--- src/shared/io_bus_pkg.sv ---
// Shared constants for the two-phase exchange bus control.
// Assumes a 24-bit exchange word and one cycle-type code per command word.
package io_bus_pkg;

    // Exchange word width
    localparam int EXCH_W = 24;

    // Command word layout: cycle code, channel, data
    localparam int CODE_HI = 23;
    localparam int CODE_LO = 20;
    localparam int CHAN_HI = 19;
    localparam int CHAN_LO = 16;
    localparam int DATA_HI = 15;
    localparam int DATA_LO = 0;

    // Reply layout: status count, device identifier, present bit
    localparam int STAT_HI = 20;
    localparam int STAT_LO = 16;
    localparam int ID_HI = 15;
    localparam int ID_LO = 8;
    localparam int PRESENT_BIT = 0;

    localparam int CODE_W = CODE_HI - CODE_LO + 1;
    localparam int CHAN_W = CHAN_HI - CHAN_LO + 1;
    localparam int DATA_W = DATA_HI - DATA_LO + 1;
    localparam int STAT_W = STAT_HI - STAT_LO + 1;
    localparam int ID_W = ID_HI - ID_LO + 1;

    // Cycle type codes
    localparam logic [CODE_W-1:0] CYC_XFR_OUT_A = 4'h2;
    localparam logic [CODE_W-1:0] CYC_XFR_OUT_B = 4'h3;
    localparam logic [CODE_W-1:0] CYC_TEST_STATUS = 4'h4;
    localparam logic [CODE_W-1:0] CYC_CLEAR_TEST = 4'h5;
    localparam logic [CODE_W-1:0] CYC_POLL = 4'h6;
    localparam logic [CODE_W-1:0] CYC_TERMINATE = 4'h7;
    localparam logic [CODE_W-1:0] CYC_XFR_IN = 4'h8;

    // Status reported after a clear
    localparam logic [STAT_W-1:0] STATUS_RESET = 5'h00;

    // Reset values
    localparam logic [EXCH_W-1:0] WORD_ZERO = 24'h000000;
    localparam logic [EXCH_W-1:0] WORD_ONES = 24'hFFFFFF;
    localparam logic [DATA_W-1:0] DATA_ZERO = 16'h0000;
    localparam logic [1:0] SYNC_ZERO = 2'h0;
    localparam logic [1:0] SYNC_ONES = 2'h3;

    // Device identifier, value arbitrary
    localparam logic [ID_W-1:0] DEVICE_ID_DEFAULT = 8'h5A;

endpackage : io_bus_pkg

--- src/design/io_bus_control.sv ---
// Bus side of one I/O control on the two-phase 24-bit exchange bus.
// Assumes strobes and exchange inputs synchronous to mclk; the wire level
// of the exchange lines is resolved outside from exch_out and exch_oe.
//
// Functional notes
// RL1: processor pulses command strobe for one clock to mark command phase
// RL2: processor pulses response strobe for one clock to mark response phase
// RL3: attention line stays high while this control needs service
// RL4: subsystem clear held three clocks clears control asynchronously
// RL5: control drives its own direction select, ORed outside, exchange only
// RL6: direction select low by default, raised only when returning data
// RL7: processor packs words, never more than one word per transfer
// RL8: cycle type decoded from exchange lines during command phase
// RL9: top four bits cycle code, next four channel, rest data
// RL10: transfer out A latches command, channel and sixteen data bits
// RL11: transfer out A response phase returns current status
// RL12: transfer out B captures 24 data bits when response strobe ends
// RL13: test status returns identifier, status and present bit
// RL14: clear and test resets control at command end, returns reset status
// RL15: poll makes every requesting control drive its channel bit to 1
// RL16: processor polls normally only while attention line is high
// RL17: terminate marks end of record and returns status
// RL18: transfer in drives up to sixteen data bits in response phase
// RL19: each strobe spans exactly one trailing clock edge
// RL20: processor waits 500 ns from command to response strobe; host_model waits gap clocks of 4 ns instead
// RL21: processor waits four clocks from response to next command
// RL22: processor strobes on moves to command and data pseudo registers
// RL23: every command phase is followed by a response phase
// RL24: only matching channel reacts, except poll which all obey
`timescale 1ns/1ps
`default_nettype none

module io_bus_control
    import io_bus_pkg::*;
#(
    parameter logic [ID_W-1:0] DEVICE_ID = DEVICE_ID_DEFAULT
) (
    input wire logic mclk,
    input wire logic nrst,
    input wire logic subsystem_clear,
    input wire logic cmd_strobe,
    input wire logic response_strobe,
    input wire logic [EXCH_W-1:0] exch_in,
    output logic [EXCH_W-1:0] exch_out,
    output logic [EXCH_W-1:0] exch_oe,
    output logic bus_drive_select,
    output logic attention_line,
    input wire logic [CHAN_W-1:0] my_channel,
    input wire logic service_needed,
    input wire logic [STAT_W-1:0] device_status,
    input wire logic [DATA_W-1:0] in_data,
    output logic cmd_valid,
    output logic [DATA_W-1:0] cmd_data,
    output logic out_b_valid,
    output logic [EXCH_W-1:0] out_b_data,
    output logic term_pulse,
    output logic clear_pulse
);

    typedef enum logic [1:0] {
        ST_IDLE = 2'b00,
        ST_WAIT = 2'b01,
        ST_RESP = 2'b11
    } phase_e;

    logic [1:0] rst_sync_r;
    logic ctl_rst_n;
    logic cmd_d_r;
    logic rsp_d_r;
    logic [EXCH_W-1:0] cmd_word_r;
    logic [EXCH_W-1:0] rsp_word_r;
    logic cmd_end;
    logic rsp_start;
    logic rsp_end;
    logic [CODE_W-1:0] new_code;
    logic hit;
    phase_e state_r;
    phase_e state_nxt;
    logic [CODE_W-1:0] cyc_r;
    logic [CODE_W-1:0] cyc_nxt;
    logic drive_nxt;

    // Known cycle code
    function automatic logic code_known(input logic [CODE_W-1:0] code);
        code_known = (code == CYC_XFR_OUT_A) || (code == CYC_XFR_OUT_B) ||
                     (code == CYC_TEST_STATUS) || (code == CYC_CLEAR_TEST) ||
                     (code == CYC_POLL) || (code == CYC_TERMINATE) ||
                     (code == CYC_XFR_IN);
    endfunction : code_known

    // Cycles that send a word back to the processor
    function automatic logic returns_data(input logic [CODE_W-1:0] code);
        returns_data = code_known(code) && (code != CYC_XFR_OUT_B);
    endfunction : returns_data

    // Reply word for every data-returning cycle except the poll
    function automatic logic [EXCH_W-1:0] reply_word(
        input logic [CODE_W-1:0] code,
        input logic [STAT_W-1:0] stat,
        input logic [DATA_W-1:0] din
    );
        reply_word = WORD_ZERO;
        unique case (code)
            CYC_XFR_OUT_A, CYC_TERMINATE: begin
                reply_word[STAT_HI:STAT_LO] = stat; // see RL11 // see RL17
            end
            CYC_TEST_STATUS: begin
                reply_word[STAT_HI:STAT_LO] = stat; // see RL13
                reply_word[ID_HI:ID_LO] = DEVICE_ID;
                reply_word[PRESENT_BIT] = 1'b1;
            end
            CYC_CLEAR_TEST: begin
                reply_word[STAT_HI:STAT_LO] = STATUS_RESET; // see RL14
                reply_word[ID_HI:ID_LO] = DEVICE_ID;
                reply_word[PRESENT_BIT] = 1'b1;
            end
            CYC_XFR_IN: begin
                reply_word[DATA_HI:DATA_LO] = din; // see RL18
            end
            default: reply_word = WORD_ZERO;
        endcase
    endfunction : reply_word

    // Reset release through two flip-flops
    always_ff @(posedge mclk or negedge nrst) begin
        if (!nrst) begin
            rst_sync_r <= SYNC_ZERO;
        end else begin
            rst_sync_r <= {rst_sync_r[0], 1'b1};
        end
    end

    // Subsystem clear acts without the clock
    assign ctl_rst_n = rst_sync_r[1] & ~subsystem_clear; // see RL4

    // Strobe edges and captured words
    always_ff @(posedge mclk or negedge ctl_rst_n) begin
        if (!ctl_rst_n) begin
            cmd_d_r <= 1'b0;
            rsp_d_r <= 1'b0;
            cmd_word_r <= WORD_ZERO;
            rsp_word_r <= WORD_ZERO;
        end else begin
            cmd_d_r <= cmd_strobe;
            rsp_d_r <= response_strobe;
            if (cmd_strobe) begin
                cmd_word_r <= exch_in; // see RL8
            end
            if (response_strobe) begin
                rsp_word_r <= exch_in;
            end
        end
    end

    // Phase ends on the strobe's trailing edge
    assign cmd_end = cmd_d_r & ~cmd_strobe; // see RL1
    assign rsp_start = response_strobe & ~rsp_d_r; // see RL2
    assign rsp_end = rsp_d_r & ~response_strobe;

    // Command decode
    assign new_code = cmd_word_r[CODE_HI:CODE_LO]; // see RL9
    assign hit = code_known(new_code) &&
                 ((new_code == CYC_POLL) ||
                  (cmd_word_r[CHAN_HI:CHAN_LO] == my_channel)); // see RL24

    // Phase sequencing
    always_comb begin
        state_nxt = state_r;
        cyc_nxt = cyc_r;
        unique case (state_r)
            ST_IDLE: begin
                if (cmd_end && hit) begin
                    state_nxt = ST_WAIT;
                    cyc_nxt = new_code; // see RL8
                end
            end
            ST_WAIT: begin
                if (cmd_end) begin
                    state_nxt = hit ? ST_WAIT : ST_IDLE;
                    cyc_nxt = new_code;
                end else if (rsp_start) begin
                    state_nxt = ST_RESP;
                end
            end
            ST_RESP: begin
                if (rsp_end) begin
                    state_nxt = ST_IDLE;
                end
            end
            default: begin
                state_nxt = ST_IDLE;
            end
        endcase
    end

    assign drive_nxt = (state_nxt != ST_IDLE) && returns_data(cyc_nxt); // see RL6

    always_ff @(posedge mclk or negedge ctl_rst_n) begin
        if (!ctl_rst_n) begin
            state_r <= ST_IDLE;
            cyc_r <= CYC_XFR_OUT_A;
        end else begin
            state_r <= state_nxt;
            cyc_r <= cyc_nxt;
        end
    end

    // Exchange drive and direction select
    always_ff @(posedge mclk or negedge ctl_rst_n) begin
        if (!ctl_rst_n) begin
            exch_out <= WORD_ZERO;
            exch_oe <= WORD_ZERO;
            bus_drive_select <= 1'b0;
        end else begin
            bus_drive_select <= drive_nxt; // see RL5
            exch_out <= WORD_ZERO;
            exch_oe <= WORD_ZERO;
            if (drive_nxt && cyc_nxt == CYC_POLL) begin
                exch_out[my_channel] <= service_needed; // see RL15
                exch_oe[my_channel] <= service_needed;
            end else if (drive_nxt) begin
                exch_out <= reply_word(cyc_nxt, device_status, in_data);
                exch_oe <= WORD_ONES;
            end
        end
    end

    // Attention line follows the service need
    always_ff @(posedge mclk or negedge ctl_rst_n) begin
        if (!ctl_rst_n) begin
            attention_line <= 1'b0;
        end else begin
            attention_line <= service_needed; // see RL3
        end
    end

    // Data toward the device side
    always_ff @(posedge mclk or negedge ctl_rst_n) begin
        if (!ctl_rst_n) begin
            cmd_valid <= 1'b0;
            cmd_data <= DATA_ZERO;
            out_b_valid <= 1'b0;
            out_b_data <= WORD_ZERO;
            term_pulse <= 1'b0;
            clear_pulse <= 1'b0;
        end else begin
            cmd_valid <= 1'b0;
            out_b_valid <= 1'b0;
            term_pulse <= 1'b0;
            clear_pulse <= 1'b0;
            if (cmd_end && hit && new_code == CYC_XFR_OUT_A) begin
                cmd_valid <= 1'b1; // see RL10
                cmd_data <= cmd_word_r[DATA_HI:DATA_LO];
            end
            if (cmd_end && hit && new_code == CYC_TERMINATE) begin
                term_pulse <= 1'b1; // see RL17
            end
            if (cmd_end && hit && new_code == CYC_CLEAR_TEST) begin
                clear_pulse <= 1'b1; // see RL14
                cmd_data <= DATA_ZERO;
                out_b_data <= WORD_ZERO;
            end
            if (rsp_end && state_r == ST_RESP && cyc_r == CYC_XFR_OUT_B) begin
                out_b_valid <= 1'b1; // see RL12
                out_b_data <= rsp_word_r;
            end
        end
    end

    a_attention_follows: assert property ( // see RL3
        @(posedge mclk) disable iff (!ctl_rst_n)
        ##1 attention_line == $past(service_needed))
        else $error("attention line does not follow service need");

    a_select_idle_low: assert property ( // see RL6
        @(posedge mclk) disable iff (!ctl_rst_n)
        (state_r == ST_IDLE) |-> !bus_drive_select && exch_oe == WORD_ZERO)
        else $error("exchange driven while idle");

    a_select_covers_drive: assert property ( // see RL5
        @(posedge mclk) disable iff (!ctl_rst_n)
        (exch_oe != WORD_ZERO) |-> bus_drive_select)
        else $error("exchange driven without direction select");

    a_outa_latch: assert property ( // see RL10
        @(posedge mclk) disable iff (!ctl_rst_n)
        (cmd_end && hit && new_code == CYC_XFR_OUT_A)
            |=> cmd_valid && cmd_data == $past(cmd_word_r[DATA_HI:DATA_LO]))
        else $error("transfer out A data not latched");

    a_outa_status: assert property ( // see RL11
        @(posedge mclk) disable iff (!ctl_rst_n)
        (state_r == ST_RESP && cyc_r == CYC_XFR_OUT_A)
            |-> exch_out[STAT_HI:STAT_LO] == $past(device_status) && bus_drive_select)
        else $error("transfer out A status missing");

    a_outb_capture: assert property ( // see RL12
        @(posedge mclk) disable iff (!ctl_rst_n)
        (rsp_end && state_r == ST_RESP && cyc_r == CYC_XFR_OUT_B)
            |=> out_b_valid && out_b_data == $past(rsp_word_r) ##1 !out_b_valid)
        else $error("transfer out B word not captured");

    a_test_reply: assert property ( // see RL13
        @(posedge mclk) disable iff (!ctl_rst_n)
        (state_r == ST_RESP && cyc_r == CYC_TEST_STATUS)
            |-> exch_out[PRESENT_BIT] && exch_out[ID_HI:ID_LO] == DEVICE_ID)
        else $error("test status reply malformed");

    a_clear_reply: assert property ( // see RL14
        @(posedge mclk) disable iff (!ctl_rst_n)
        (cmd_end && hit && new_code == CYC_CLEAR_TEST)
            |=> clear_pulse && exch_out[STAT_HI:STAT_LO] == STATUS_RESET)
        else $error("clear and test did not clear");

    a_poll_bit: assert property ( // see RL15
        @(posedge mclk) disable iff (!ctl_rst_n)
        (state_r == ST_RESP && cyc_r == CYC_POLL && $past(service_needed))
            |-> exch_oe[$past(my_channel)] && exch_out[$past(my_channel)])
        else $error("poll bit not driven");

    a_xfr_in_data: assert property ( // see RL18
        @(posedge mclk) disable iff (!ctl_rst_n)
        (state_r == ST_RESP && cyc_r == CYC_XFR_IN)
            |-> exch_out[DATA_HI:DATA_LO] == $past(in_data))
        else $error("transfer in data wrong");

    a_foreign_ignored: assert property ( // see RL24
        @(posedge mclk) disable iff (!ctl_rst_n)
        (cmd_end && !hit && state_r == ST_IDLE)
            |=> state_r == ST_IDLE && !cmd_valid && !clear_pulse && !term_pulse)
        else $error("control reacted to another channel");

    a_term_pulse: assert property ( // see RL17
        @(posedge mclk) disable iff (!ctl_rst_n)
        (cmd_end && hit && new_code == CYC_TERMINATE) |=> term_pulse ##1 !term_pulse)
        else $error("terminate not signalled");

endmodule : io_bus_control
`default_nettype wire

--- config.mk ---
export PLATFORM = sky130hd
export DESIGN_NAME = io_bus_control
export DESIGN_NICKNAME = d
export VERILOG_FILES = /design/src/shared/io_bus_pkg.sv /design/src/design/io_bus_control.sv
export SDC_FILE = /design/constraint.sdc
export NUM_CORES = 1
export LEC_CHECK = 0
export BUFFER_PORTS_ARGS = -buffer_cell sky130_fd_sc_hd__buf_4
export CELL_PAD_IN_SITES_DETAIL_PLACEMENT = 0
export CELL_PAD_IN_SITES_GLOBAL_PLACEMENT = 1
export CORE_ASPECT_RATIO = 0.8
export CORE_MARGIN = 2
export CORE_UTILIZATION = 30
export CTS_BUF_LIST = sky130_fd_sc_hd__clkbuf_16
export DETAILED_ROUTE_END_ITERATION = 10
export GPL_TIMING_DRIVEN = 0
export HOLD_SLACK_MARGIN = 0.15
export PLACE_DENSITY = 0.61
export SLEW_MARGIN = 15
export SYNTH_ARGS = -nofsm -noshare
export SYNTH_HDL_FRONTEND = slang
export SYNTH_SLANG_ARGS = --single-unit
--- constraint.sdc ---
create_clock -name mclk -period 10.1 [get_ports mclk]
set_clock_uncertainty 0.05 [all_clocks]
set_input_delay 1.01 -clock mclk [delete_from_list [all_inputs] [get_ports mclk]]
set_output_delay 1.01 -clock mclk [all_outputs]
set_load 0.1 [all_outputs]
# == After elaboration in Yosys (flattened, before gate mapping) ==
# Index checks and enable logic that the tools add are counted.
# op_classes
n_lt_le_gt_ge,2
n_eq_ne,19
muxes,27
bitwise,9
n_reduce_logical,30
# ops
op,count
two-way mux 24 bit,5
"equality test 4 x 3 -> 1 bit, second input constant",8
two-way mux 16 bit,2
bitwise AND 24 x 16 -> 24 bit,1
two-way mux 21 bit,1
"equality test 4 x 2 -> 1 bit, second input constant",5
one-hot mux 8 bit (2 select lines),1
logical OR 1 bit,13
logical AND 1 bit,11
"equality test 4 bit, second input constant",2
two-way mux 2 bit,4
two-way mux 4 bit,2
one-hot mux 4 bit (2 select lines),1
two-way mux 7 bit,1
"less-than comparator 4 x 6 -> 1 bit, second input constant",1
two-way mux 1 bit,6
one-hot mux 2 bit (3 select lines),1
nonzero test 2 bit,3
two-way mux 5 bit,1
bitwise AND 1 bit,4
demux 1 bit (select 4 bit),1
equality test 4 bit,1
">= comparator 4 x 1 -> 1 bit, second input constant",1
"inequality test 4 x 2 -> 1 bit, second input constant",1
other kinds (7),10
# word_totals
ff_bits,152
out_inout_bits,94

# == Logic depth before layout (Yosys ltp) ==
# depth
ltp_word,22
depth_mapped,10
ltp_nobuf,6

# == Worst setup path before layout ==
# No wires, ideal clock.
# synth_path
path_type,input to register
from,input my_channel[2]
to,register exch_out[5]
t_arrival_ns,2.856
setup_slack_ns,7.131
path_stages,8
n_path_buf,2
path_cell_list,buf_4 xnor2_1 and4_4 buf_6 o31a_1 o21a_1 or4_1 a21bo_1
# synth_between
elab_chain_cells,17
word_cells_on_any_way,37
classes_between,2 x order compare; 9 x eq/ne; 11 x mux; 1 x bitwise; 14 x reduce/logical
# synth_lines
element,line,text
from (decl),io_bus_control.sv:48,"input wire logic [CHAN_W-1:0] my_channel,"
equality test 4 bit,io_bus_control.sv:164,(cmd_word_r[CHAN_HI:CHAN_LO] == my_channel));
logical OR 1 bit,io_bus_control.sv:163,((new_code == CYC_POLL) ||
logical AND 1 bit,io_bus_control.sv:162,assign hit = code_known(new_code) &&
logical AND 1 bit,io_bus_control.sv:172,if (cmd_end && hit) begin
two-way mux 4 bit,io_bus_control.sv:172,
one-hot mux 4 bit (2 select lines),io_bus_control.sv:170,unique case (state_r)
equality test 4 x 2 -> 1 bit,io_bus_control.sv:85,code_known = (code == CYC_XFR_OUT_A) || (code == CYC_XFR_OUT_B) ||
logical OR 1 bit (2 in series),io_bus_control.sv:85,
logical OR 1 bit (2 in series),io_bus_control.sv:86,(code == CYC_TEST_STATUS) || (code == CYC_CLEAR_TEST) ||
logical OR 1 bit (2 in series),io_bus_control.sv:87,(code == CYC_POLL) || (code == CYC_TERMINATE) ||
logical AND 1 bit,io_bus_control.sv:93,returns_data = code_known(code) && (code != CYC_XFR_OUT_B);
logical AND 1 bit,io_bus_control.sv:196,assign drive_nxt = (state_nxt != ST_IDLE) && returns_data(cyc_nxt);
two-way mux 21 bit or logical AND 1 bit (tied branches),"io_bus_control.sv:221, io_bus_control.sv:218",
two-way mux 24 bit (*),io_bus_control.sv:218,if (drive_nxt && cyc_nxt == CYC_POLL) begin
"to (signal, indexed assignment)",io_bus_control.sv:219,exch_out[my_channel] <= service_needed;
to (signal assigned),io_bus_control.sv:222,"exch_out <= reply_word(cyc_nxt, device_status, in_data);"
to (decl),io_bus_control.sv:44,"output logic [EXCH_W-1:0] exch_out,"
# Mark *: on every way between the ends. The rest lies on a longest branch, timed or not.
# A chain may end at the register's enable or synchronous reset.

# == Final worst setup path ==
# layout_path
from,input cmd_strobe
to,register exch_oe[10]
# layout_between
elab_chain_cells,16
word_cells_on_any_way,29
classes_between,8 x eq/ne; 8 x mux; 2 x bitwise; 11 x reduce/logical
# layout_lines
element,line,text
from (decl),io_bus_control.sv:41,"input wire logic cmd_strobe,"
NOT 1 bit (*),io_bus_control.sv:156,assign cmd_end = cmd_d_r & ~cmd_strobe;
bitwise AND 1 bit (*),io_bus_control.sv:156,
logical AND 1 bit,io_bus_control.sv:172,
two-way mux 4 bit,io_bus_control.sv:172,
one-hot mux 4 bit (2 select lines),io_bus_control.sv:170,
equality test 4 x 2 -> 1 bit,io_bus_control.sv:85,
logical OR 1 bit (2 in series),io_bus_control.sv:85,
logical OR 1 bit (2 in series),io_bus_control.sv:86,
logical OR 1 bit (2 in series),io_bus_control.sv:87,
logical AND 1 bit,io_bus_control.sv:93,
logical AND 1 bit,io_bus_control.sv:196,
two-way mux 24 bit or logical AND 1 bit (tied branches),"io_bus_control.sv:221, io_bus_control.sv:218",
two-way mux 24 bit (*),io_bus_control.sv:218,
"to (signal, indexed assignment)",io_bus_control.sv:220,exch_oe[my_channel] <= service_needed;
to (decl),io_bus_control.sv:45,"output logic [EXCH_W-1:0] exch_oe,"
# Marked as above.

==> flow_summary_export.csv <==
group,metric,value,unit
outcome,status,"completed",
power_and_ir_drop,power.density,193.7,mW/mm²
clock_tree,cts_resized,0,
placed_design,dp_cells,920,
power_and_ir_drop,power,1.549,mW
timing,tightest_slew,0.7448,ns
yosys,synth_top_family_by_area,"simple AND/OR/NAND/NOR gates",
job,drv_cap,0,
min_path,hold_path_class,"reg -> async",
timing,finalHoldViolCount,0,
setup_path,critPathMaxFanout,10,
yosys,synth_compound_area_share,10.99,%
die,die-area,0.02084,mm²
setup_path,path_cells,"buf_4 -> clkbuf_1 -> nor3b_1 -> o31a_1 -> o31a_1 -> buf_2 -> o311ai_0 -> o211ai_1 -> buf_2 -> o41ai_1",
setup_path,r2r-end,"exch_oe[10]$_DFF_PN0_",
die,io_pins,149,
yosys,synthMuxAreaShare,10.08,%
timing,fmax,0.3185,GHz
final_layout,antenna_cells,0,
clock_tree,cts_hold_buf,0,
yosys,yosysUniqueCellTypes,55,
yosys,ys_seq_area_share,60.17,%
clock_tree,postCtsSetupRepairBufs,0,
clock_tree,clk-insertion-delay-late,0.42,ns
yosys,ys_warn_count,0,
power_and_ir_drop,static-leakage-power,3.784,nW
final_layout,area_growth_syn_to_layout,35.35,%
die,fp-row-count,45,
setup_path,reg2regPathDepth,9,
clock_tree,clockRootBuffer,"clkbuf_16",
grt,grt_use_total,15.14,%
die,die_y,129.5,µm
placed_design,post-place-ws,6.525,ns
yosys,synth_ff_type,"dfrtp_1",
yosys,yosys.area_share.simple,13.13,%
clock_tree,cts_tree,"built",
routing,routedWlPerCell,16.15,µm
routing,detail-route-antenna-nets,0,
placed_design,placed_cell_area,0.007412,mm²
timing,grt_setup_unrepaired,"false",
setup_path,crit_arrival,3.36,ns
yosys,synth_edf_count,0,
clock_tree,cts_buffers,17,
timing,drv_slew,0,
clock_tree,clk_pin_slew,0.07,ns
clock_tree,clock_sinks,142,
die,core_area,0.01914,mm²
final_layout,drive_above_1_share,38.18,%
routing,vias_per_cell,4.628,
placed_design,hpwl,11530,µm
routing,routed-wl-met3,671,µm
routing,drtIter0Drc,250,
timing,setup_violations,0,
routing,m1WireLength,7567,µm
grt,grt_max_degree,30,
yosys,synth.cell_area,0.005908,mm²
placed_design,gp_congestion,0.8291,
routing,wl_met2,6898,µm
routing,dr.max_layer_used,"met4",
die,die_x,160.9,µm
timing,timing.final.ws_setup,6.960,ns
setup_path,critical_path_class,"in -> reg",
setup_path,worstReg2RegStart,"cmd_word_r[20]$_DFFE_PN0P_",
routing,firstDrtPassIters,4,
final_layout,finalInstanceArea,0.007996,mm²
routing,routed_wirelength,15380,µm
final_layout,fin_cells,952,
timing,maxSlewHeadroom,50.34,%
setup_path,critPathRequiredTime,10.32,ns
setup_path,ff2ff_setup_slack,7.22,ns
clock_tree,htreeDepth,4,
yosys,async_flop_share,100.0,%
placed_design,portBuffers,141,
power_and_ir_drop,ir_drop,0.0001053,V
setup_path,cpMaxStageDelayCell,"nor3b_1",
clock_tree,cts_buffer_depth,2,
yosys,synth_xor_area_share,1.186,%
yosys,synth_fa_ha_area_share,0,%
setup_path,crit_path_end_kind,"flop",
final_layout,finalNetCount,736,
grt,overflow,0,
setup_path,critical_path.max_stage_delay,0.42,ns
yosys,synth-seq-cells,142,
setup_path,setup.worst_path.start_class,"primary input",
yosys,syn_avg_cell_area,11.49,µm²
timing,post-route-min-period,3.140,ns
grt,first_global_vias,4466,
die,initial_core_util,30.86,%
timing,finalCritPeriodShare,31.09,%
grt,antenna_found_initial,0,
routing,drc_errors,0,
routing,dr_total_vias,4406,
grt,grt_pass1_wl,24510,µm
yosys,syn_inst,514,
-- worst max-delay path, delay by kind of cell --
family          cells  cell delay, ns
buf+inv             4            0.93
simple gates        1            0.42
compound gates      5            1.00
-- state kept, by name (all words and copies together) (netlist names), 2 cells and up --
signal / count
cmd_data: 16
rst_sync_r: 2
cyc_r: 4
cmd_word_r: 24
out_b_data: 24
state_r: 2
exch_out: 21
exch_oe: 17
rsp_word_r: 24
-- layer usage --
| metal | vias up | global-route usage (%) |
|---|---|---|
| met5 | - | 0 |
| met4 | 0 | 4.727 |
| met3 | 16 | 3.489 |
| met2 | 107 | 22.44 |
| met1 | 2179 | 22.05 |
| li1 | 2104 | - |
-- worst max-delay path by stage --
stage	from	endpoint	slack [ns]	depth (start not counted)
2_1_floorplan	subsystem_clear	attention_line$_DFF_PN0_	0.20	1
5_1_grt	cmd_strobe	exch_oe[8]$_DFF_PN0_	6.71	8
4_1_cts	cmd_strobe	exch_oe[10]$_DFF_PN0_	6.98	10
3_5_place_dp	cmd_strobe	exch_oe[10]$_DFF_PN0_	6.53	10
3_3_place_gp	subsystem_clear	exch_oe[13]$_DFF_PN0_	-3.26	2
6_report	cmd_strobe	exch_oe[10]$_DFF_PN0_	6.96	10
-- per-stage QoR --
stage	setup TNS, ns	utilization, %	hold slack (ns)
floorplan	0	-	0.2812
finish	0	41.77	0.2845
CTS	0	41.77	0.2862
global route	0	41.77	0.2799
global placement	-451.49	38.12	0.2880
detailed placement	0	38.72	0.2971
-- where the power goes --
group          leakage (nW)  internal [mW]  switching (mW)  total, mW
registers              1.87          0.607          0.0232      0.630
logic                  1.62          0.100           0.192      0.292
clock network         0.288          0.368           0.259      0.627
-- logic make-up (layout without fill, tap and decap cells) --
logic type,count (synthesis),after routing
other,2,4
buffers and inverters,50,228
XOR/XNOR,8,8
AO/OA/AOI/OAI,99,99
AND/OR/NAND/NOR,160,160
flip-flops,142,142
multiplexers,53,53
-- layout by cell type, fill, tap and decap left out, drive strengths merged, types with 2 or more instances in the layout --
| cell type | count |
|---|---|
| inv | 10 |
| nor2b | 8 |
| or4 | 2 |
| o2bb2ai | 4 |
| clkbuf | 37 |
| nand3 | 3 |
| nand4 | 5 |
| nor3b | 2 |
| and4b | 2 |
| bufinv | 2 |
| o21ai | 51 |
| dfrtp | 141 |
| o31ai | 2 |
| or3b | 3 |
| a22o | 7 |
| or2 | 2 |
| a21o | 2 |
| nand2b | 8 |
| nor4 | 2 |
| xnor2 | 8 |
| conb | 4 |
| o311ai | 2 |
| a21boi | 2 |
| o31a | 2 |
| nor2 | 9 |
| nand2 | 95 |
| o32ai | 2 |
| nor3 | 2 |
| nand3b | 2 |
| clkinv | 6 |
| a21oi | 6 |
| buf | 172 |
| and2 | 9 |
| mux2 | 52 |
| or4b | 2 |
| o41ai | 10 |
-- cell type report --
type | instances | area, µm²
fillers | 1881 | 11150
flip-flops and latches | 142 | 3555
multi-input cells | 324 | 2113
repair buffers | 146 | 1166
clock buffers | 17 | 425.4
well taps | 258 | 322.8
plain buffers | 46 | 240.2
clock inverters | 15 | 158.9
inverters | 4 | 15.01
-- Yosys cell counts (3+ instances only) --
library cell | instances | area, µm²
and2_1 | 9 | 56.30
buf_2 | 9 | 45.04
clkbuf_1 | 20 | 75.07
nor2b_1 | 8 | 50.05
dfrtp_1 | 141 | 3528
nand2_1 | 95 | 356.6
o2bb2ai_1 | 4 | 35.03
or3b_2 | 3 | 26.28
buf_1 | 3 | 11.26
o21ai_0 | 49 | 245.2
nor2_1 | 9 | 33.78
xnor2_1 | 8 | 70.07
nand2b_1 | 8 | 50.05
inv_1 | 3 | 11.26
buf_4 | 13 | 97.59
nand4_1 | 5 | 31.28
o41ai_1 | 10 | 87.58
mux2_2 | 52 | 585.6
a22o_1 | 7 | 61.31
a21oi_1 | 6 | 30.03
nand3_1 | 3 | 15.01
No activity file was read; power rests on OpenSTA's default activity.
